[config.mk]
export PLATFORM = sky130hd
export DESIGN_NAME = wwdt_top
export DESIGN_NICKNAME = d
export VERILOG_FILES = /design/src/wwdt_pkg.sv /design/src/wwdt_low_power_rc_osc_osc.sv /design/src/wwdt_scaler.sv /design/src/wwdt_top.sv
export VERILOG_INCLUDE_DIRS = /design/src
export SDC_FILE = /design/constraint.sdc
export NUM_CORES = 1
export LEC_CHECK = 0
export BUFFER_PORTS_ARGS = -buffer_cell sky130_fd_sc_hd__buf_4
export CORE_ASPECT_RATIO = 1.25
export CORE_UTILIZATION = 55
export CTS_CLUSTER_DIAMETER = 100
export DETAILED_ROUTE_END_ITERATION = 7
export PLACE_DENSITY_LB_ADDON = 0.1
export SLEW_MARGIN = 20
export SYNTH_ARGS = -nofsm -noshare
export SYNTH_HDL_FRONTEND = slang
export SYNTH_SLANG_ARGS = --single-unit
[constraint.sdc]
create_clock -name CLK_SYS_IN -period 6 [get_ports CLK_SYS_IN]
set_input_delay 0.9 -clock CLK_SYS_IN [delete_from_list [all_inputs] [get_ports CLK_SYS_IN]]
set_output_delay 0.9 -clock CLK_SYS_IN [all_outputs]
set_load 0.01 [all_outputs]
[src/wwdt_defines.svh]
`ifndef WWDT_DEFINES_SVH
`define WWDT_DEFINES_SVH

// System clock
`define WWDT_CLK_PERIOD_NS  25
`define WWDT_CLK_HZ         40000000

// Low-power RC oscillator, modelled as a tick of the system clock
`define WWDT_LOW_POWER_RC_OSC_HZ        32000
`define WWDT_LOW_POWER_RC_OSC_DIV       (`WWDT_CLK_HZ / `WWDT_LOW_POWER_RC_OSC_HZ)
`define WWDT_LOW_POWER_RC_OSC_CNT_W     11

// Shortest time-out window, divide-by-32 and postscale 1:1
`define WWDT_TMO_MIN_NS     810000
`define WWDT_TMO_MAX_NS     1220000
`define WWDT_TMO_MIN_CYC    ((`WWDT_TMO_MIN_NS + `WWDT_CLK_PERIOD_NS - 1) / `WWDT_CLK_PERIOD_NS)
`define WWDT_TMO_MAX_CYC    (`WWDT_TMO_MAX_NS / `WWDT_CLK_PERIOD_NS)

// Prescaler stages, as powers of two
`define WWDT_PRE_SHORT_LOG2 5
`define WWDT_PRE_LONG_LOG2  7
`define WWDT_CNT_W          22

// Register byte addresses
`define WWDT_ADDR_W         4
`define WWDT_ADDR_RCTL      4'h0
`define WWDT_ADDR_CFG       4'h4
`define WWDT_ADDR_CMD       4'h8
`define WWDT_ADDR_STAT      4'hC

// Reset control register fields
`define WWDT_RC_SWEN        5
`define WWDT_RC_TMO         4
`define WWDT_RC_SLEEP       3
`define WWDT_RC_IDLE        2

// Configuration word fields
`define WWDT_CF_POST_HI     3
`define WWDT_CF_POST_LO     0
`define WWDT_CF_PRE         4
`define WWDT_CF_WINDOW_DISABLE      7
`define WWDT_CF_WIN_HI      9
`define WWDT_CF_WIN_LO      8
`define WWDT_CF_EN_HI       15
`define WWDT_CF_EN_LO       14
`define WWDT_CF_RESET       16'h8380
`define WWDT_EN_ALWAYS      2'h3
`define WWDT_EN_SOFT        2'h2

// Command register bits
`define WWDT_CMD_CLR        0
`define WWDT_CMD_SLEEP      1
`define WWDT_CMD_IDLE       2

`endif

[src/wwdt_pkg.sv]
`include "wwdt_defines.svh"

package wwdt_pkg;

    typedef enum logic [1:0] {
        WWDT_RUN,
        WWDT_SLEEP,
        WWDT_IDLE
    } wwdt_pwr_t;

    typedef logic [`WWDT_CNT_W:0] wwdt_period_t;

    // Oscillator ticks in one time-out period
    function automatic wwdt_period_t wwdt_period(input logic pre_long,
                                                 input logic [3:0] post);
        logic [4:0] sh;
        sh = (pre_long ? 5'(`WWDT_PRE_LONG_LOG2) : 5'(`WWDT_PRE_SHORT_LOG2)) + {1'b0, post};
        return wwdt_period_t'(1) << sh;
    endfunction

    // Tick count at which the clearing window opens
    function automatic wwdt_period_t wwdt_win_open(input wwdt_period_t p,
                                                   input logic [1:0] win);
        wwdt_period_t thr;
        thr = p >> 2;
        case (win)
            2'h0: thr = p - (p >> 2);
            2'h1: thr = p - (p >> 2) - (p >> 3);
            2'h2: thr = p >> 1;
            2'h3: thr = p >> 2;
        endcase
        return thr;
    endfunction

endpackage

[src/wwdt_low_power_rc_osc_osc.sv]
`timescale 1ns/1ps
`include "wwdt_defines.svh"

module wwdt_low_power_rc_osc_osc (
    // Clock and reset
    input  wire logic clk_in,
    input  wire logic rst_n_in,
    // Control
    input  wire logic enable_in,
    // Oscillator edge, one cycle
    output logic      tick_out
);

    logic [`WWDT_LOW_POWER_RC_OSC_CNT_W-1:0] div_reg;

    // Oscillator follows enable
    always_ff @(posedge clk_in or negedge rst_n_in) begin
        if (!rst_n_in) begin
            div_reg  <= '0;
            tick_out <= 1'b0;
        end else if (!enable_in) begin
            div_reg  <= '0;
            tick_out <= 1'b0;
        end else if (div_reg == `WWDT_LOW_POWER_RC_OSC_CNT_W'(`WWDT_LOW_POWER_RC_OSC_DIV - 1)) begin
            div_reg  <= '0;
            tick_out <= 1'b1;
        end else begin
            div_reg  <= div_reg + 1'b1;
            tick_out <= 1'b0;
        end
    end

    AST_LOW_POWER_RC_OSC_GATED: assert property (
        @(posedge clk_in) disable iff (!rst_n_in)
        tick_out |-> ($past(enable_in) && !$past(tick_out)))
        else $error("Oscillator ticked while disabled");

endmodule

[src/wwdt_scaler.sv]
`timescale 1ns/1ps
`include "wwdt_defines.svh"

module wwdt_scaler (
    // Clock and reset
    input  wire logic                   clk_in,
    input  wire logic                   rst_n_in,
    // Control
    input  wire logic                   tick_in,
    input  wire logic                   run_in,
    input  wire logic                   clear_in,
    input  wire logic                   pre_long_in,
    input  wire logic [3:0]             post_in,
    input  wire logic [1:0]             win_sel_in,
    // Status
    output logic [`WWDT_CNT_W-1:0]      count_out,
    output logic                        expire_out,
    output logic                        win_open_out
);

    wwdt_pkg::wwdt_period_t period;

    // Prescale and postscale
    assign period       = wwdt_pkg::wwdt_period(pre_long_in, post_in);
    assign expire_out   = tick_in && run_in && ({1'b0, count_out} == period - 1'b1);
    assign win_open_out = {1'b0, count_out} >= wwdt_pkg::wwdt_win_open(period, win_sel_in);

    // One counter spans prescaler and postscaler, so one clear restarts both
    always_ff @(posedge clk_in or negedge rst_n_in) begin
        if (!rst_n_in) begin
            count_out <= '0;
        end else if (clear_in || expire_out) begin
            count_out <= '0;
        end else if (tick_in && run_in) begin
            count_out <= count_out + 1'b1;
        end
    end

endmodule

[src/wwdt_top.sv]
// Local design decisions: the Avalon-MM slave port and the register addresses.
`timescale 1ns/1ps
`include "wwdt_defines.svh"

// Notes on behaviour
// Counter runs from enabled low-power oscillator
// Prescaler divides by 32 or 128
// Sixteen postscale ratios, 1:1 to 1:32768
// Shortest time-out about one millisecond
// Any device reset clears the counter
// Completed clock switch clears the counter
// Entering sleep or idle clears counter
// Leaving sleep or idle clears counter
// Clear instruction restarts all counts
// Counting continues in sleep and idle
// Time-out in power save wakes device
// Software clears sleep or idle flag
// Enable field 11 forces watchdog on
// Enable field 10 obeys software enable
// Device reset clears software enable
// Sticky time-out flag, software clears
// Window mode active when bit 7 clear
// Software clears only inside window
// Running time-out resets and flags
// Early clear in window mode resets
module wwdt_top (
    // Clock and reset
    input  wire logic                    CLK_SYS_IN,
    input  wire logic                    RESET_N_IN,
    // Avalon-MM slave
    input  wire logic [`WWDT_ADDR_W-1:0] AVS_ADDRESS_IN,
    input  wire logic                    AVS_READ_IN,
    input  wire logic                    AVS_WRITE_IN,
    input  wire logic [31:0]             AVS_WRITEDATA_IN,
    output logic      [31:0]             AVS_READDATA_OUT,
    output logic                         AVS_WAITREQUEST_OUT,
    // Device events
    input  wire logic                    CLK_SWITCH_DONE_IN,
    input  wire logic                    FSCM_SWITCH_DONE_IN,
    input  wire logic                    WAKE_EVENT_IN,
    // Device controls
    output logic                         WDT_RESET_OUT,
    output logic                         WAKE_OUT,
    output logic                         LOW_POWER_RC_OSC_EN_OUT,
    output logic      [1:0]              PWR_STATE_OUT
);

    logic                    ack_reg;
    logic [15:0]             cfg_reg;
    logic                    soft_en_reg;
    logic                    tmo_flag_reg;
    logic                    sleep_flag_reg;
    logic                    idle_flag_reg;
    wwdt_pkg::wwdt_pwr_t     state_reg;
    logic                    bus_wr;
    logic                    wr_rctl;
    logic                    wr_cfg;
    logic                    cmd_clr;
    logic                    cmd_sleep;
    logic                    cmd_idle;
    logic                    wd_on;
    logic                    in_run;
    logic                    low_power_rc_osc_tick;
    logic                    expire;
    logic                    win_open;
    logic                    early_clr;
    logic                    good_clr;
    logic                    wd_reset;
    logic                    wake_tmo;
    logic                    enter_ps;
    logic                    exit_ps;
    logic                    scaler_clr;
    logic [`WWDT_CNT_W-1:0]  count;
    logic [1:0]              en_cfg;

    // Bus slave: one wait cycle, write lands when waitrequest is low
    assign AVS_WAITREQUEST_OUT = (AVS_READ_IN || AVS_WRITE_IN) && !ack_reg;
    assign bus_wr    = AVS_WRITE_IN && ack_reg;
    assign wr_rctl   = bus_wr && (AVS_ADDRESS_IN == `WWDT_ADDR_RCTL);
    assign wr_cfg    = bus_wr && (AVS_ADDRESS_IN == `WWDT_ADDR_CFG);
    assign cmd_clr   = bus_wr && (AVS_ADDRESS_IN == `WWDT_ADDR_CMD)
                       && AVS_WRITEDATA_IN[`WWDT_CMD_CLR];
    assign cmd_sleep = bus_wr && (AVS_ADDRESS_IN == `WWDT_ADDR_CMD)
                       && AVS_WRITEDATA_IN[`WWDT_CMD_SLEEP];
    assign cmd_idle  = bus_wr && (AVS_ADDRESS_IN == `WWDT_ADDR_CMD)
                       && AVS_WRITEDATA_IN[`WWDT_CMD_IDLE];

    always_ff @(posedge CLK_SYS_IN or negedge RESET_N_IN) begin
        if (!RESET_N_IN) begin
            ack_reg <= 1'b0;
        end else begin
            ack_reg <= (AVS_READ_IN || AVS_WRITE_IN) && !ack_reg;
        end
    end

    always_ff @(posedge CLK_SYS_IN or negedge RESET_N_IN) begin
        if (!RESET_N_IN) begin
            AVS_READDATA_OUT <= 32'h0000_0000;
        end else if (AVS_READ_IN && !ack_reg) begin
            unique case (AVS_ADDRESS_IN)
                `WWDT_ADDR_RCTL: AVS_READDATA_OUT <= {26'h000_0000, soft_en_reg, tmo_flag_reg,
                                                      sleep_flag_reg, idle_flag_reg, 2'h0};
                `WWDT_ADDR_CFG:  AVS_READDATA_OUT <= {16'h0000, cfg_reg};
                `WWDT_ADDR_STAT: AVS_READDATA_OUT <= {3'h0, win_open, 2'h0, state_reg,
                                                      2'h0, count};
                default:         AVS_READDATA_OUT <= 32'h0000_0000;
            endcase
        end
    end

    // Enable decode
    assign en_cfg = cfg_reg[`WWDT_CF_EN_HI:`WWDT_CF_EN_LO];
    // Forced enable
    // Software enable
    assign wd_on  = (en_cfg == `WWDT_EN_ALWAYS) || ((en_cfg == `WWDT_EN_SOFT) && soft_en_reg);
    assign in_run = (state_reg == wwdt_pkg::WWDT_RUN);

    // Window violation check
    // Early clear resets
    assign early_clr = cmd_clr && in_run && wd_on && !cfg_reg[`WWDT_CF_WINDOW_DISABLE] && !win_open;
    // Clear instruction restart
    assign good_clr  = cmd_clr && in_run && !early_clr;
    // Run time-out reset
    assign wd_reset  = in_run && (expire || early_clr);
    // Wake on time-out
    assign wake_tmo  = !in_run && expire;
    assign enter_ps  = in_run && (cmd_sleep || cmd_idle) && !wd_reset;
    assign exit_ps   = !in_run && (expire || WAKE_EVENT_IN);
    // Clear on watchdog reset
    // Clear on clock switch
    // Clear on power save
    // Clear on wake
    assign scaler_clr = wd_reset || CLK_SWITCH_DONE_IN || FSCM_SWITCH_DONE_IN
                        || enter_ps || exit_ps || good_clr || !wd_on;

    wwdt_low_power_rc_osc_osc u_osc (
        .clk_in    (CLK_SYS_IN),
        .rst_n_in  (RESET_N_IN),
        .enable_in (wd_on),
        .tick_out  (low_power_rc_osc_tick)
    );

    // Counts in every mode
    wwdt_scaler u_scaler (
        .clk_in       (CLK_SYS_IN),
        .rst_n_in     (RESET_N_IN),
        .tick_in      (low_power_rc_osc_tick),
        .run_in       (wd_on),
        .clear_in     (scaler_clr),
        .pre_long_in  (cfg_reg[`WWDT_CF_PRE]),
        .post_in      (cfg_reg[`WWDT_CF_POST_HI:`WWDT_CF_POST_LO]),
        .win_sel_in   (cfg_reg[`WWDT_CF_WIN_HI:`WWDT_CF_WIN_LO]),
        .count_out    (count),
        .expire_out   (expire),
        .win_open_out (win_open)
    );

    always_ff @(posedge CLK_SYS_IN or negedge RESET_N_IN) begin
        if (!RESET_N_IN) begin
            cfg_reg <= `WWDT_CF_RESET;
        end else if (wr_cfg) begin
            cfg_reg <= AVS_WRITEDATA_IN[15:0];
        end
    end

    // Reset drops software enable
    always_ff @(posedge CLK_SYS_IN or negedge RESET_N_IN) begin
        if (!RESET_N_IN) begin
            soft_en_reg <= 1'b0;
        end else if (wd_reset) begin
            soft_en_reg <= 1'b0;
        end else if (wr_rctl) begin
            soft_en_reg <= AVS_WRITEDATA_IN[`WWDT_RC_SWEN];
        end
    end

    // Sticky flag, set wins
    always_ff @(posedge CLK_SYS_IN or negedge RESET_N_IN) begin
        if (!RESET_N_IN) begin
            tmo_flag_reg <= 1'b0;
        end else if (wd_reset || wake_tmo) begin
            tmo_flag_reg <= 1'b1;
        end else if (wr_rctl && !AVS_WRITEDATA_IN[`WWDT_RC_TMO]) begin
            tmo_flag_reg <= 1'b0;
        end
    end

    // Mode flags cleared by software
    always_ff @(posedge CLK_SYS_IN or negedge RESET_N_IN) begin
        if (!RESET_N_IN) begin
            sleep_flag_reg <= 1'b0;
            idle_flag_reg  <= 1'b0;
        end else begin
            if (enter_ps && cmd_sleep) begin
                sleep_flag_reg <= 1'b1;
            end else if (wr_rctl && !AVS_WRITEDATA_IN[`WWDT_RC_SLEEP]) begin
                sleep_flag_reg <= 1'b0;
            end
            if (enter_ps && !cmd_sleep) begin
                idle_flag_reg <= 1'b1;
            end else if (wr_rctl && !AVS_WRITEDATA_IN[`WWDT_RC_IDLE]) begin
                idle_flag_reg <= 1'b0;
            end
        end
    end

    // Sleep wins when both power-save bits are written together
    always_ff @(posedge CLK_SYS_IN or negedge RESET_N_IN) begin
        if (!RESET_N_IN) begin
            state_reg <= wwdt_pkg::WWDT_RUN;
        end else if (wd_reset || exit_ps) begin
            state_reg <= wwdt_pkg::WWDT_RUN;
        end else if (enter_ps) begin
            state_reg <= cmd_sleep ? wwdt_pkg::WWDT_SLEEP : wwdt_pkg::WWDT_IDLE;
        end
    end

    always_ff @(posedge CLK_SYS_IN or negedge RESET_N_IN) begin
        if (!RESET_N_IN) begin
            WDT_RESET_OUT <= 1'b0;
            WAKE_OUT      <= 1'b0;
            LOW_POWER_RC_OSC_EN_OUT   <= 1'b0;
        end else begin
            WDT_RESET_OUT <= wd_reset;
            WAKE_OUT      <= exit_ps;
            LOW_POWER_RC_OSC_EN_OUT   <= wd_on;
        end
    end

    assign PWR_STATE_OUT = state_reg;

    // Checking helpers: ticks and cycles since the last restart
    logic [`WWDT_CNT_W:0] ticks_reg;
    logic [31:0]          cyc_reg;

    always_ff @(posedge CLK_SYS_IN or negedge RESET_N_IN) begin
        if (!RESET_N_IN) begin
            ticks_reg <= '0;
            cyc_reg   <= 32'h0000_0000;
        end else if (scaler_clr || expire) begin
            ticks_reg <= '0;
            cyc_reg   <= 32'h0000_0000;
        end else begin
            ticks_reg <= ticks_reg + (low_power_rc_osc_tick ? 1'b1 : 1'b0);
            cyc_reg   <= cyc_reg + 1'b1;
        end
    end

    AST_PERIOD_TICKS: assert property (
        @(posedge CLK_SYS_IN) disable iff (!RESET_N_IN)
        expire |-> (ticks_reg + 1'b1 == wwdt_pkg::wwdt_period(cfg_reg[`WWDT_CF_PRE],
                                        cfg_reg[`WWDT_CF_POST_HI:`WWDT_CF_POST_LO])))
        else $error("Time-out after wrong tick count");

    AST_SHORT_TIMEOUT: assert property (
        @(posedge CLK_SYS_IN) disable iff (!RESET_N_IN)
        (expire && !cfg_reg[`WWDT_CF_PRE] && (cfg_reg[`WWDT_CF_POST_HI:`WWDT_CF_POST_LO] == 4'h0))
        |-> (cyc_reg >= `WWDT_TMO_MIN_CYC && cyc_reg <= `WWDT_TMO_MAX_CYC))
        else $error("Shortest time-out out of range");

    AST_RESET_CLEARS: assert property (
        @(posedge CLK_SYS_IN) disable iff (!RESET_N_IN)
        WDT_RESET_OUT |-> (count == '0 && !soft_en_reg && in_run))
        else $error("Watchdog reset left state behind");

    AST_SWITCH_CLEARS: assert property (
        @(posedge CLK_SYS_IN) disable iff (!RESET_N_IN)
        (CLK_SWITCH_DONE_IN || FSCM_SWITCH_DONE_IN) |=> (count == '0))
        else $error("Clock switch did not clear counter");

    AST_ENTER_PS: assert property (
        @(posedge CLK_SYS_IN) disable iff (!RESET_N_IN)
        enter_ps |=> (!in_run && count == '0 && (sleep_flag_reg || idle_flag_reg)))
        else $error("Power-save entry mishandled");

    AST_WAKE_CLEARS: assert property (
        @(posedge CLK_SYS_IN) disable iff (!RESET_N_IN)
        exit_ps |=> (in_run && WAKE_OUT && count == '0))
        else $error("Wake did not restart counter");

    AST_CLEAR_INSTR: assert property (
        @(posedge CLK_SYS_IN) disable iff (!RESET_N_IN)
        good_clr |=> (count == '0 && !WDT_RESET_OUT))
        else $error("Clear instruction not honoured");

    AST_SLEEP_COUNTS: assert property (
        @(posedge CLK_SYS_IN) disable iff (!RESET_N_IN)
        (!in_run && low_power_rc_osc_tick && !scaler_clr) |=> (count == $past(count) + 1'b1))
        else $error("Counter stalled in power save");

    AST_WAKE_NO_RESET: assert property (
        @(posedge CLK_SYS_IN) disable iff (!RESET_N_IN)
        wake_tmo |=> (WAKE_OUT && !WDT_RESET_OUT && tmo_flag_reg))
        else $error("Power-save time-out caused reset");

    AST_FORCED_ON: assert property (
        @(posedge CLK_SYS_IN) disable iff (!RESET_N_IN)
        (en_cfg == `WWDT_EN_ALWAYS) [*2] |-> LOW_POWER_RC_OSC_EN_OUT)
        else $error("Forced enable not running");

    AST_SOFT_OFF: assert property (
        @(posedge CLK_SYS_IN) disable iff (!RESET_N_IN)
        ((en_cfg == `WWDT_EN_SOFT) && !soft_en_reg) [*2] |-> (!LOW_POWER_RC_OSC_EN_OUT && count == '0))
        else $error("Watchdog ran without software enable");

    AST_FLAG_STICKY: assert property (
        @(posedge CLK_SYS_IN) disable iff (!RESET_N_IN)
        (tmo_flag_reg && !(wr_rctl && !AVS_WRITEDATA_IN[`WWDT_RC_TMO])) |=> tmo_flag_reg)
        else $error("Time-out flag cleared by hardware");

    AST_WINDOW_EARLY: assert property (
        @(posedge CLK_SYS_IN) disable iff (!RESET_N_IN)
        (cmd_clr && in_run && wd_on && !cfg_reg[`WWDT_CF_WINDOW_DISABLE] && !win_open)
        |=> (WDT_RESET_OUT && tmo_flag_reg))
        else $error("Early clear in window mode not punished");

    AST_RUN_TIMEOUT: assert property (
        @(posedge CLK_SYS_IN) disable iff (!RESET_N_IN)
        (in_run && expire) |=> (WDT_RESET_OUT && tmo_flag_reg && !WAKE_OUT))
        else $error("Run time-out did not reset");

endmodule
After elaboration in Yosys (flattened, before gate mapping)
Cells that the tools add are included.

Magnitude comparators: 1. Reduce and logical (&&, ||, !) cells: 61. Mux-type cells: 20. Eq/ne operators: 10. Shift-type cells: 1. Add/subtract/negate cells: 6.

Operator list (count): $pmux W23 S4 (1); $pmux W29 S3 (1); $mux W22 (2); $logic_and A1 B1 Y1 (27); $eq A22 B23 Y1 (1); $ge A22 B23 Y1 (1); $shl A1 B5 Y23 const A (1); $sub A23 B1 Y23 const B (1); $sub A23 B20 Y23 (1); $sub A23 B21 Y23 (1); $add A22 B1 Y22 const B (1); $mux W11 (2); $logic_or A1 B1 Y1 (14); $reduce_bool A2 Y1 (6); $add A11 B1 Y11 const B (1); $eq A11 B11 Y1 const B (1); $logic_not A1 Y1 (11); $mux W1 (10); $eq A2 B2 Y1 const B (4); $eq A4 B4 Y1 const B (2); $mux W2 (4); $add A5 B4 Y5 (1); $eq A4 B3 Y1 const B (1); $logic_not A2 Y1 (2); 2 further kinds (2).

Register bits: 92. Word-level logic and storage cells: 113.

Depth between registers and ports, before layout
Gate-level depths: netlist (run 1).

Word-level depth: 19. Gate-level depth with buffers: 35. Mapped depth without buffers: 33.

Cells and area by module
From an unflattened synthesis (run 1), not the netlist that was laid out.

Cells, all modules: 925. Area total of the unflattened synthesis: 7768.7 µm².

By module, submodules not included: wwdt_scaler (area each 4853.4 µm², seq. area each 550.5 µm², times used 1, cells each 650); wwdt_top (area each 2307.2 µm², seq. area each 1281.2 µm², times used 1, cells each 217); wwdt_low_power_rc_osc_osc (area each 608.1 µm², seq. area each 300.3 µm², times used 1, cells each 58).

Worst setup path before layout (run 1)
No wires, ideal clock.

Path type: reg2reg. Start: register cfg_reg[1]. End: register sleep_flag_reg. Data required time: 5.867 ns. Library setup time: 0.133 ns. Cell stages (with the launch flop): 34. Arrival time: 6.313 ns. Buffers on the path: 1. Setup slack: -0.446 ns. Cell sequence: dfrtp_1 ha_1 buf_2 or3_4 nor3_4 inv_1 ha_1 o21ai_0 a21oi_1 o21a_1 nor2_1 nor2b_1 o21ai_0 nand2b_1 xnor2_1 inv_1 ha_1 a211o_1 a211oi_2 nor2_1 nor4b_2 nor3b_1 a41oi_1 xor2_1 mux4_2 ha_1 or3_1 a221oi_1 nand2_1 nor4_1 a221o_2 a221oi_2 a21oi_2 o31ai_1.

Cells in the longest elaborated chain, start to end: 14.

RTL lines: from (decl) (RTL line wwdt_top.sv:49) `logic [15:0] cfg_reg;`; from (signal assigned) (RTL line wwdt_top.sv:160) `` cfg_reg <= `WWDT_CF_RESET; ``; from (signal assigned) (RTL line wwdt_top.sv:162) `cfg_reg <= AVS_WRITEDATA_IN[15:0];`; $add A5 B4 Y5 * (RTL line wwdt_pkg.sv:17) `` sh = (pre_long ? 5'(`WWDT_PRE_LONG_LOG2) : 5'(`WWDT_PRE_SHORT_LOG2)) + {1'b0, post}; ``; $shl A1 B5 Y23 * (RTL line wwdt_pkg.sv:18) `return wwdt_period_t'(1) << sh;`; $sub A23 B21 Y23 (RTL line wwdt_pkg.sv:27, wwdt_pkg.sv:28); $sub A23 B20 Y23 (RTL line wwdt_pkg.sv:28) `2'h1: thr = p - (p >> 2) - (p >> 3);`; $pmux W23 S4 (RTL line wwdt_pkg.sv:26) `case (win)`; $ge A22 B23 Y1 (RTL line wwdt_scaler.sv:26) `assign win_open_out = {1'b0, count_out} >= wwdt_pkg::wwdt_win_open(period, win_sel_in);`; $logic_not A1 Y1 (RTL line wwdt_top.sv:120) `` assign early_clr = cmd_clr && in_run && wd_on && !cfg_reg[`WWDT_CF_WINDOW_DISABLE] && !win_open; ``; $logic_and A1 B1 Y1 (RTL line wwdt_top.sv:120); $logic_or A1 B1 Y1 * (RTL line wwdt_top.sv:124) `assign wd_reset = in_run && (expire || early_clr);`; $logic_and A1 B1 Y1 * (RTL line wwdt_top.sv:124); $logic_not A1 Y1 * (RTL line wwdt_top.sv:127) `assign enter_ps = in_run && (cmd_sleep || cmd_idle) && !wd_reset;`; $logic_and A1 B1 Y1 * (RTL line wwdt_top.sv:127); $logic_and A1 B1 Y1 * (RTL line wwdt_top.sv:194) `if (enter_ps && cmd_sleep) begin`; $mux W1 / $reduce_bool A2 Y1 (equally long branches); to (signal assigned) (RTL line wwdt_top.sv:191) `sleep_flag_reg <= 1'b0;`; to (signal assigned) (RTL line wwdt_top.sv:195) `sleep_flag_reg <= 1'b1;`; to (signal assigned) (RTL line wwdt_top.sv:197) `sleep_flag_reg <= 1'b0;`; to (decl) (RTL line wwdt_top.sv:52) `logic sleep_flag_reg;`.

Every way passes the cells marked *; elsewhere a longest branch is shown, timed or not. A chain may end at the register's enable or synchronous reset.

Final worst setup path (run 1)
Start: register cfg_reg[1]. End: register tmo_flag_reg.

Cells in the longest elaborated chain, start to end: 12.

RTL lines: $add A5 B4 Y5 * (RTL line wwdt_pkg.sv:17); $shl A1 B5 Y23 * (RTL line wwdt_pkg.sv:18); $sub A23 B21 Y23 (RTL line wwdt_pkg.sv:27, wwdt_pkg.sv:28); $sub A23 B20 Y23 (RTL line wwdt_pkg.sv:28); $pmux W23 S4 (RTL line wwdt_pkg.sv:26); $ge A22 B23 Y1 (RTL line wwdt_scaler.sv:26); $logic_not A1 Y1 (RTL line wwdt_top.sv:120); $logic_and A1 B1 Y1 (RTL line wwdt_top.sv:120); $logic_or A1 B1 Y1 (RTL line wwdt_top.sv:124); $logic_and A1 B1 Y1 (RTL line wwdt_top.sv:124); $logic_or A1 B1 Y1 * (RTL line wwdt_top.sv:181) `end else if (wd_reset || wake_tmo) begin`; $mux W1 / $reduce_bool A2 Y1 (equally long branches); to (signal assigned) (RTL line wwdt_top.sv:180) `tmo_flag_reg <= 1'b0;`; to (signal assigned) (RTL line wwdt_top.sv:182) `tmo_flag_reg <= 1'b1;`; to (signal assigned) (RTL line wwdt_top.sv:184) `tmo_flag_reg <= 1'b0;`; to (decl) (RTL line wwdt_top.sv:51) `logic tmo_flag_reg;`.

Marks and branches as above.

==> results of run 1 <==
==> stage by stage <==
step | area [um2] | setup TNS (ns) | setup slack [ns]
final | 10380 | -2.981 | -0.4164
after global routing | 10380 | -5.853 | -0.7670
after CTS | 10300 | -2.281 | -0.3248
after detailed placement | 9627 | -5.956 | -0.7833
after global placement | 9627 | -4.934 | -0.6573
after floorplan | 8063 | -0.6701 | -0.1259
==> critical path, delay by kind of cell, from the launching register on <==
kind            cells  cell delay (ns)
compound gates     12             2.13
xor+xnor            2             0.26
fa+ha+maj           4             0.92
buf+inv             4             0.57
flops               1             0.41
mux                 1             0.51
simple gates        9             1.46
==> kinds of logic after synthesis <==
logic type / Yosys count
AND/OR/NAND/NOR: 355
AO/OA/AOI/OAI: 254
buffers and inverters: 89
flip-flops: 85
XOR/XNOR: 74
adder cells (fa/ha/maj): 70
multiplexers: 31
other: 2
==> power by group <==
part | leakage [nW] | internal (mW) | switching, mW
logic | 3.54 | 2.12 | 1.99
clock network | 0.144 | 0.324 | 0.228
registers | 1.15 | 0.614 | 0.0410
==> area by class of cell <==
type | count | area share [%]
multi-input cells | 806 | 56.35
flip-flops and latches | 85 | 20.54
repair buffers | 230 | 16.64
clock buffers | 11 | 2.243
well taps | 175 | 2.110
inverters | 42 | 1.519
clock inverters | 5 | 0.5908
==> synth_stat cells, types with 7 or more instances <==
| cell type | instances | area share (%) |
|---|---|---|
| dfrtp_1 | 81 | 26 |
| o21a_1 | 15 | 1.4 |
| o21ai_0 | 70 | 4.4 |
| clkbuf_1 | 26 | 1.2 |
| a21oi_1 | 54 | 3.4 |
| and3_1 | 14 | 1.1 |
| or2_2 | 7 | 0.55 |
| a22oi_1 | 14 | 1.3 |
| mux4_2 | 7 | 2.0 |
| buf_2 | 8 | 0.50 |
| nor2_1 | 95 | 4.5 |
| inv_1 | 41 | 1.9 |
| o31ai_1 | 13 | 1.2 |
| a211oi_1 | 10 | 0.95 |
| a21o_1 | 13 | 1.2 |
| nor3_1 | 20 | 1.3 |
| a31oi_1 | 9 | 0.71 |
| nand3_1 | 23 | 1.4 |
| and2_1 | 7 | 0.55 |
| nor2b_1 | 12 | 0.95 |
| nand2b_1 | 16 | 1.3 |
| mux2_2 | 15 | 2.1 |
| nand4_1 | 17 | 1.3 |
| xor2_1 | 40 | 4.4 |
| nand2_1 | 106 | 5.0 |
| ha_1 | 68 | 11 |
| mux2i_1 | 9 | 1.1 |
| buf_4 | 9 | 0.85 |
| xnor2_1 | 33 | 3.6 |
==> cells in the final DEF, fill, tap and decap left out, types with 6 or more instances in the layout <==
cell,instances
dfrtp_1,81
nand2b_1,16
o211ai_1,6
o21ai_0,58
or2_2,6
nor3_1,19
conb_1,22
a21o_1,13
mux4_2,7
buf_4,230
xnor2_1,30
xor2_1,38
a21oi_1,46
nand4_1,17
ha_4,11
ha_1,55
mux2_2,15
inv_1,40
o31ai_1,10
a211oi_1,9
a31oi_1,9
clkbuf_16,9
nor2_1,90
nor2b_1,12
a21oi_2,9
o21a_1,15
a22oi_1,14
mux2i_1,9
nand2_1,103
nand3_1,23
and2_1,7
and3_1,14
o21ai_1,13
==> worst max-delay path by stage <==
stage                from             end  slack, ns  cells after the start
6_report       cfg_reg[1]    tmo_flag_reg      -0.42                     32
5_1_grt        cfg_reg[1]  sleep_flag_reg      -0.77                     32
4_1_cts        cfg_reg[1]    tmo_flag_reg      -0.32                     31
3_5_place_dp   cfg_reg[4]  sleep_flag_reg      -0.78                     33
3_3_place_gp   cfg_reg[4]   WDT_RESET_OUT      -0.66                     32
2_1_floorplan  cfg_reg[4]  sleep_flag_reg      -0.13                     33
==> routing by layer <==
metal / part of all wire [%] / vias to the layer above / GRT usage, %
met5: 0 / - / 0
met4: 4.8 / 0 / 18.30
met1: 41 / 3732 / 38.26
li1: - / 3854 / -
met2: 49 / 280 / 54.44
met3: 5.6 / 67 / 4.362
==> what timing repair did <==
action / 4_1_cts / 5_1_grt
setup endpoints to repair: 8 / 8
endpoints found under the hold margin: 0 / 0
buffers inserted: 14 / 3
gates resized for setup: 56 / 10
pin swaps: 26 / 8
==> impl_metrics.py, run 1 <==
metrics = {
    "layout": {
        "num-fill-cells": 1072,
        "fin_cells": 1354,
        "utilization_pct": 74.48,
        "area_delta_synth_final_pct": 30.66,
        "register_area_um2": 2132,
        "largest_register_ffs": 25,
        "multiInputGateArea_um2": 5848,
        "final_net_count": 1287,
        "num_antenna_cells": 0,
        "layout-drive-gt1-share_pct": 30.36,
    },
    "floorplanning": {
        "die_x_um": 109.5,
        "io_pins": 81,
        "die_area_um2": 14930,
        "initial_core_util_pct": 57.00,
        "rows": 48,
        "die_h_um": 136.4,
        "core_area_um2": 13930,
    },
    "run": {
        "cap_violations": 0,
    },
    "global_route": {
        "grt_pass1_wl_um": 37150,
        "track_usage_pct": 31.99,
        "grt_max_degree": 66,
        "grt_pass1_vias": 7728,
        "overflow": 0,
        "antenna_found_initial": 0,
    },
    "route": {
        "drt_first_pass_iters": 5,
        "wl_per_cell_um": 17.07,
        "route.vias.total": 7933,
        "drtIter0Drc": 465,
        "drtAntennaViolNets": 0,
        "wl_um": 23110,
        "drc_errors": 0,
        "drt-vias-per-instance": 5.859,
    },
    "setup_path": {
        "reg2reg_slack_ns": -0.42,
        "rr_worst_depth": 32,
        "criticalPathCategory": "reg2reg",
        "timing.rr.start": "cfg_reg[1]",
        "cp_slowest_stage_delay_ns": 0.51,
        "rr_endpoint": "tmo_flag_reg",
        "worst_path_max_delay_cell": "mux4_2",
        "required_ns": 6.22,
        "cp_common_cell": "ha_4",
        "critPathArrivalTime_ns": 6.63,
        "endpoint_kind": "flop",
        "startpoint_type": "flop",
        "cp_max_fo": 6,
    },
    "power_and_ir_drop": {
        "p_per_area_nw_per_um2": 512.8,
        "p_total_mw": 5.321,
        "ir_worst_vdd_mv": 0.5957,
        "p_leak_nw": 4.833,
    },
    "min_path": {
        "hp-class": "in2async",
    },
    "yosys": {
        "synth_xor_area_share_pct": 8.255,
        "synth_ff_type": "dfrtp_1",
        "synth-simple-area-share_pct": 22.40,
        "synth_top_family_by_area": "simple AND/OR/NAND/NOR gates",
        "synth-edff-count": 0,
        "synthesis.area_um2": 7943,
        "synth_area_per_cell_um2": 8.274,
        "synth-compound-area-share_pct": 20.84,
        "yosysSeqAreaShare_pct": 26.84,
        "synthMuxAreaShare_pct": 5.246,
        "yosys_warnings": 0,
        "ys_ff_latch": 85,
        "async_reset_ff_share_pct": 100.0,
        "syn_inst": 960,
        "synthAdderAreaFrac_pct": 11.22,
        "synth_cell_types": 91,
    },
    "sta": {
        "period_share_pct": 106.9,
        "fin_ws_ns": -0.4164,
        "slew_headroom_pct": 34.85,
        "fin_crit_ns": 6.416,
        "clock_skew_ns": 0.007865,
        "worst_pin_slew_ns": 0.9745,
        "max_clock_freq_mhz": 155.9,
        "hold_viol_final": 0,
        "setup_violations": 8,
        "fin_hold_ws_ns": 0.4292,
        "drv_slew": 0,
        "rsz0062_at_grt": "yes",
    },
    "clocking": {
        "cts_tree": "built",
        "cts-root-buf": "clkbuf_16",
        "clock_sinks": 85,
        "clkTransAtPathRegs_ns": 0.06,
        "clk_latency_ns": 0.34,
        "cts_made_buffers": 9,
        "htree_levels": 3,
        "cts_buffer_depth": 2,
        "holdBufCountCts": 0,
    },
    "status": {
        "violations": "setup timing",
        "status": "complete, but fails checks",
    },
    "placement": {
        "portBuffers": 57,
        "place.gp.congestion": 0.9317,
        "placed_cells": 1321,
        "place_hpwl_um": 17550,
    },
}
Note: power is estimated with default switching activity, not from simulation.
==> run 2: changes to the inputs <==
- SYNTH_HIERARCHICAL: not set -> 1
- TNS_END_PERCENT: not set -> 50
==> impl_metrics.py, run 2 <==
metrics = {
    "sta": {
        "period_share_pct": 120.0,
        "worst_pin_slew_ns": 0.9044,
        "clock_skew_ns": 0.008855,
        "fin_ws_ns": -1.203,
        "drv_slew": 0,
        "fin_crit_ns": 7.203,
        "rsz0062_at_grt": "yes",
        "max_clock_freq_mhz": 138.8,
        "setup_violations": 29,
        "slew_headroom_pct": 39.71,
        "hold_viol_final": 0,
    },
    "yosys": {
        "netlist.area_leader.share_pct": 26.09,
        "synth_ff_type": "dfrtp_1",
        "synth-edff-count": 0,
        "yosys_warnings": 6,
        "synthesis.area_um2": 7769,
        "yosysSeqAreaShare_pct": 27.44,
        "synthTopCellsByArea": "dfrtp_1 (26%), ha_1 (11%), xnor2_1 (5.9%)",
        "synth.most_common_cell": "nand2_1",
        "synth.largest_area_cell": "dfrtp_1",
        "async_reset_ff_share_pct": 100.0,
        "syn_inst": 925,
        "ys_ff_latch": 85,
        "synth_cell_types": 85,
        "netlist_top_cells_count": "nand2_1 (103), nor2_1 (85), dfrtp_1 (81), ha_1 (68), a21oi_1 (56)",
        "synth_area_per_cell_um2": 8.399,
    },
    "global_route": {
        "overflow": 0,
        "grt_max_degree": 86,
        "grt_pass1_vias": 7693,
        "track_usage_pct": 31.21,
        "antenna_found_initial": 0,
        "grt_pass1_wl_um": 36030,
    },
    "route": {
        "drt_first_pass_iters": 6,
        "wl_per_cell_um": 16.84,
        "drtIter0Drc": 512,
        "drt-vias-per-instance": 5.755,
        "drc_errors": 0,
        "drtAntennaViolNets": 0,
        "wl_um": 22280,
        "route.vias.total": 7614,
    },
    "layout": {
        "area_delta_synth_final_pct": 33.23,
        "final_net_count": 1256,
        "layout-drive-gt1-share_pct": 30.57,
        "layout_commonest_cell": "buf_4",
        "largest_register_ffs": 25,
        "num_antenna_cells": 0,
        "most-common-layout-cells": "buf_4 (226), nand2_1 (96), dfrtp_1 (80)",
    },
    "setup_path": {
        "criticalPathCategory": "reg2reg",
        "cp_max_fo": 6,
        "startpoint_type": "flop",
        "crit_family": "compound AO/OA/AOI/OAI gates",
        "endpoint_kind": "flop",
        "cp_slowest_stage_delay_ns": 0.47,
        "worst_path_max_delay_cell": "mux4_2",
        "path_buf_inv": 5,
        "cp_common_cell": "ha_4",
        "required_ns": 6.23,
        "critPathArrivalTime_ns": 7.43,
    },
    "clocking": {
        "cts-root-buf": "clkbuf_16",
        "htree_levels": 3,
        "cts_made_buffers": 9,
        "clock_sinks": 85,
        "cts_tree": "built",
        "clk_latency_ns": 0.34,
        "cts_buffer_depth": 2,
        "clkTransAtPathRegs_ns": 0.07,
    },
    "floorplanning": {
        "die_area_um2": 14610,
        "core_area_um2": 13810,
        "initial_core_util_pct": 56.24,
        "die_h_um": 134.9,
        "rows": 48,
        "io_pins": 81,
        "die_x_um": 108.3,
    },
    "placement": {
        "portBuffers": 57,
        "place_hpwl_um": 16710,
        "place.gp.congestion": 0.8706,
        "preCtsSetupSlack_ns": -1.265,
    },
    "power_and_ir_drop": {
        "ir_worst_vdd_mv": 0.4419,
        "p_leak_nw": 4.780,
        "share_comb_of_total_power_pct": 77.4,
        "power_frac_seq_pct": 12.1,
        "intPower_mw": 3.189,
        "power_frac_clock_pct": 10.5,
        "swShare_pct": 41.18,
        "p_per_area_nw_per_um2": 523.9,
        "p_total_mw": 5.422,
        "power.switching_mw": 2.233,
    },
    "min_path": {
        "hp-class": "reg2reg",
    },
    "status": {
        "violations": "setup timing",
        "status": "complete, but fails checks",
    },
    "run": {
        "cap_violations": 0,
    },
}
-- run 2: changes by cell type after synthesis, sizes merged, moves of 5 or more --
cell    delta
buf        +5
nand4      -7
a21o      +11
and3       -5
clkbuf     -9
nor2       -9
nor3       -6
xnor2     +18
o21a       -6
xor2      -13
o21ai     -10
-- run 2: worst register-to-register path, delay by kind of cell, from the launching register on --
family | cells | cell delay, ns
buf+inv | 5 | 0.55
simple gates | 12 | 1.87
compound gates | 16 | 2.71
fa+ha+maj | 4 | 0.84
xor+xnor | 2 | 0.27
mux | 1 | 0.47
flops | 1 | 0.41
-- run 2: stage by stage --
stage               std cells  utilization, %  hold WS, ns  setup TNS [ns]  instance area [um2]
floorplan                 944               -       0.4491          -17.55                 8061
global placement         1287           69.77       0.4599          -26.18                 9638
detailed placement       1287           69.77       0.4764          -30.32                 9638
CTS                      1317           74.03       0.4915          -25.98                10230
global route             1323           74.93       0.5208          -37.39                10350
finish                   1323           74.93       0.4847          -28.28                10350
-- run 2: final timing paths --
| kind | start | to | slack, ns | cells after the start |
|---|---|---|---|---|
| max | cfg_reg[4] | u_scaler/count_out[18] | -1.20 | 40 |
| min | AVS_READDATA_OUT[4] | AVS_READDATA_OUT[4] | 0.48 | 2 |
| max reg2reg | cfg_reg[4] | u_scaler/count_out[18] | -1.20 | 40 |
| min reg2reg | AVS_READDATA_OUT[4] | AVS_READDATA_OUT[4] | 0.48 | 2 |
| max in group asynchronous | RESET_N_IN | u_osc/div_reg[6] | 4.84 | 1 |
| min in group asynchronous | RESET_N_IN | AVS_READDATA_OUT[4] | 0.58 | 1 |
-- run 2: cells by family after synthesis --
family / count (synthesis) / synth area share, %
multiplexers: 31 / 5.411
buffers and inverters: 86 / 5.121
flip-flops: 85 / 27.44
AND/OR/NAND/NOR: 325 / 20.70
adder cells (fa/ha/maj): 70 / 11.47
other: 3 / 0.1449
AO/OA/AOI/OAI: 246 / 20.71
XOR/XNOR: 79 / 9.003
-- run 2: power groups by stage --
stage               clock network [mW]  logic (mW)  registers, mW
floorplan                            0        2.29          0.659
global placement                     0        3.69          0.661
detailed placement                   0        3.76          0.662
CTS                              0.573        4.02          0.653
global route                     0.599        4.58          0.659
finish                           0.570        4.20          0.654
-- run 2: layer usage --
layer	global-route usage, %	vias to the layer above	wire (um)
met5	0	-	0
met4	11.34	0	569
met3	2.220	49	742
met2	58.17	202	11630
met1	37.06	3639	9333
li1	-	3724	-
-- run 2: what timing repair did --
action,in CTS,in global routing
gates resized for setup,35,18
setup buffers,14,6
hold buffers,0,0
pin swaps,27,26
setup endpoints to repair,30,30
-- run 2: cell type report --
type	instances	area, um2
clock buffers	9	225.2
well taps	175	219.0
repair buffers	231	1770
clock inverters	7	80.08
flip-flops and latches	85	2133
fillers	1103	3463
multi-input cells	773	5761
inverters	43	161.4
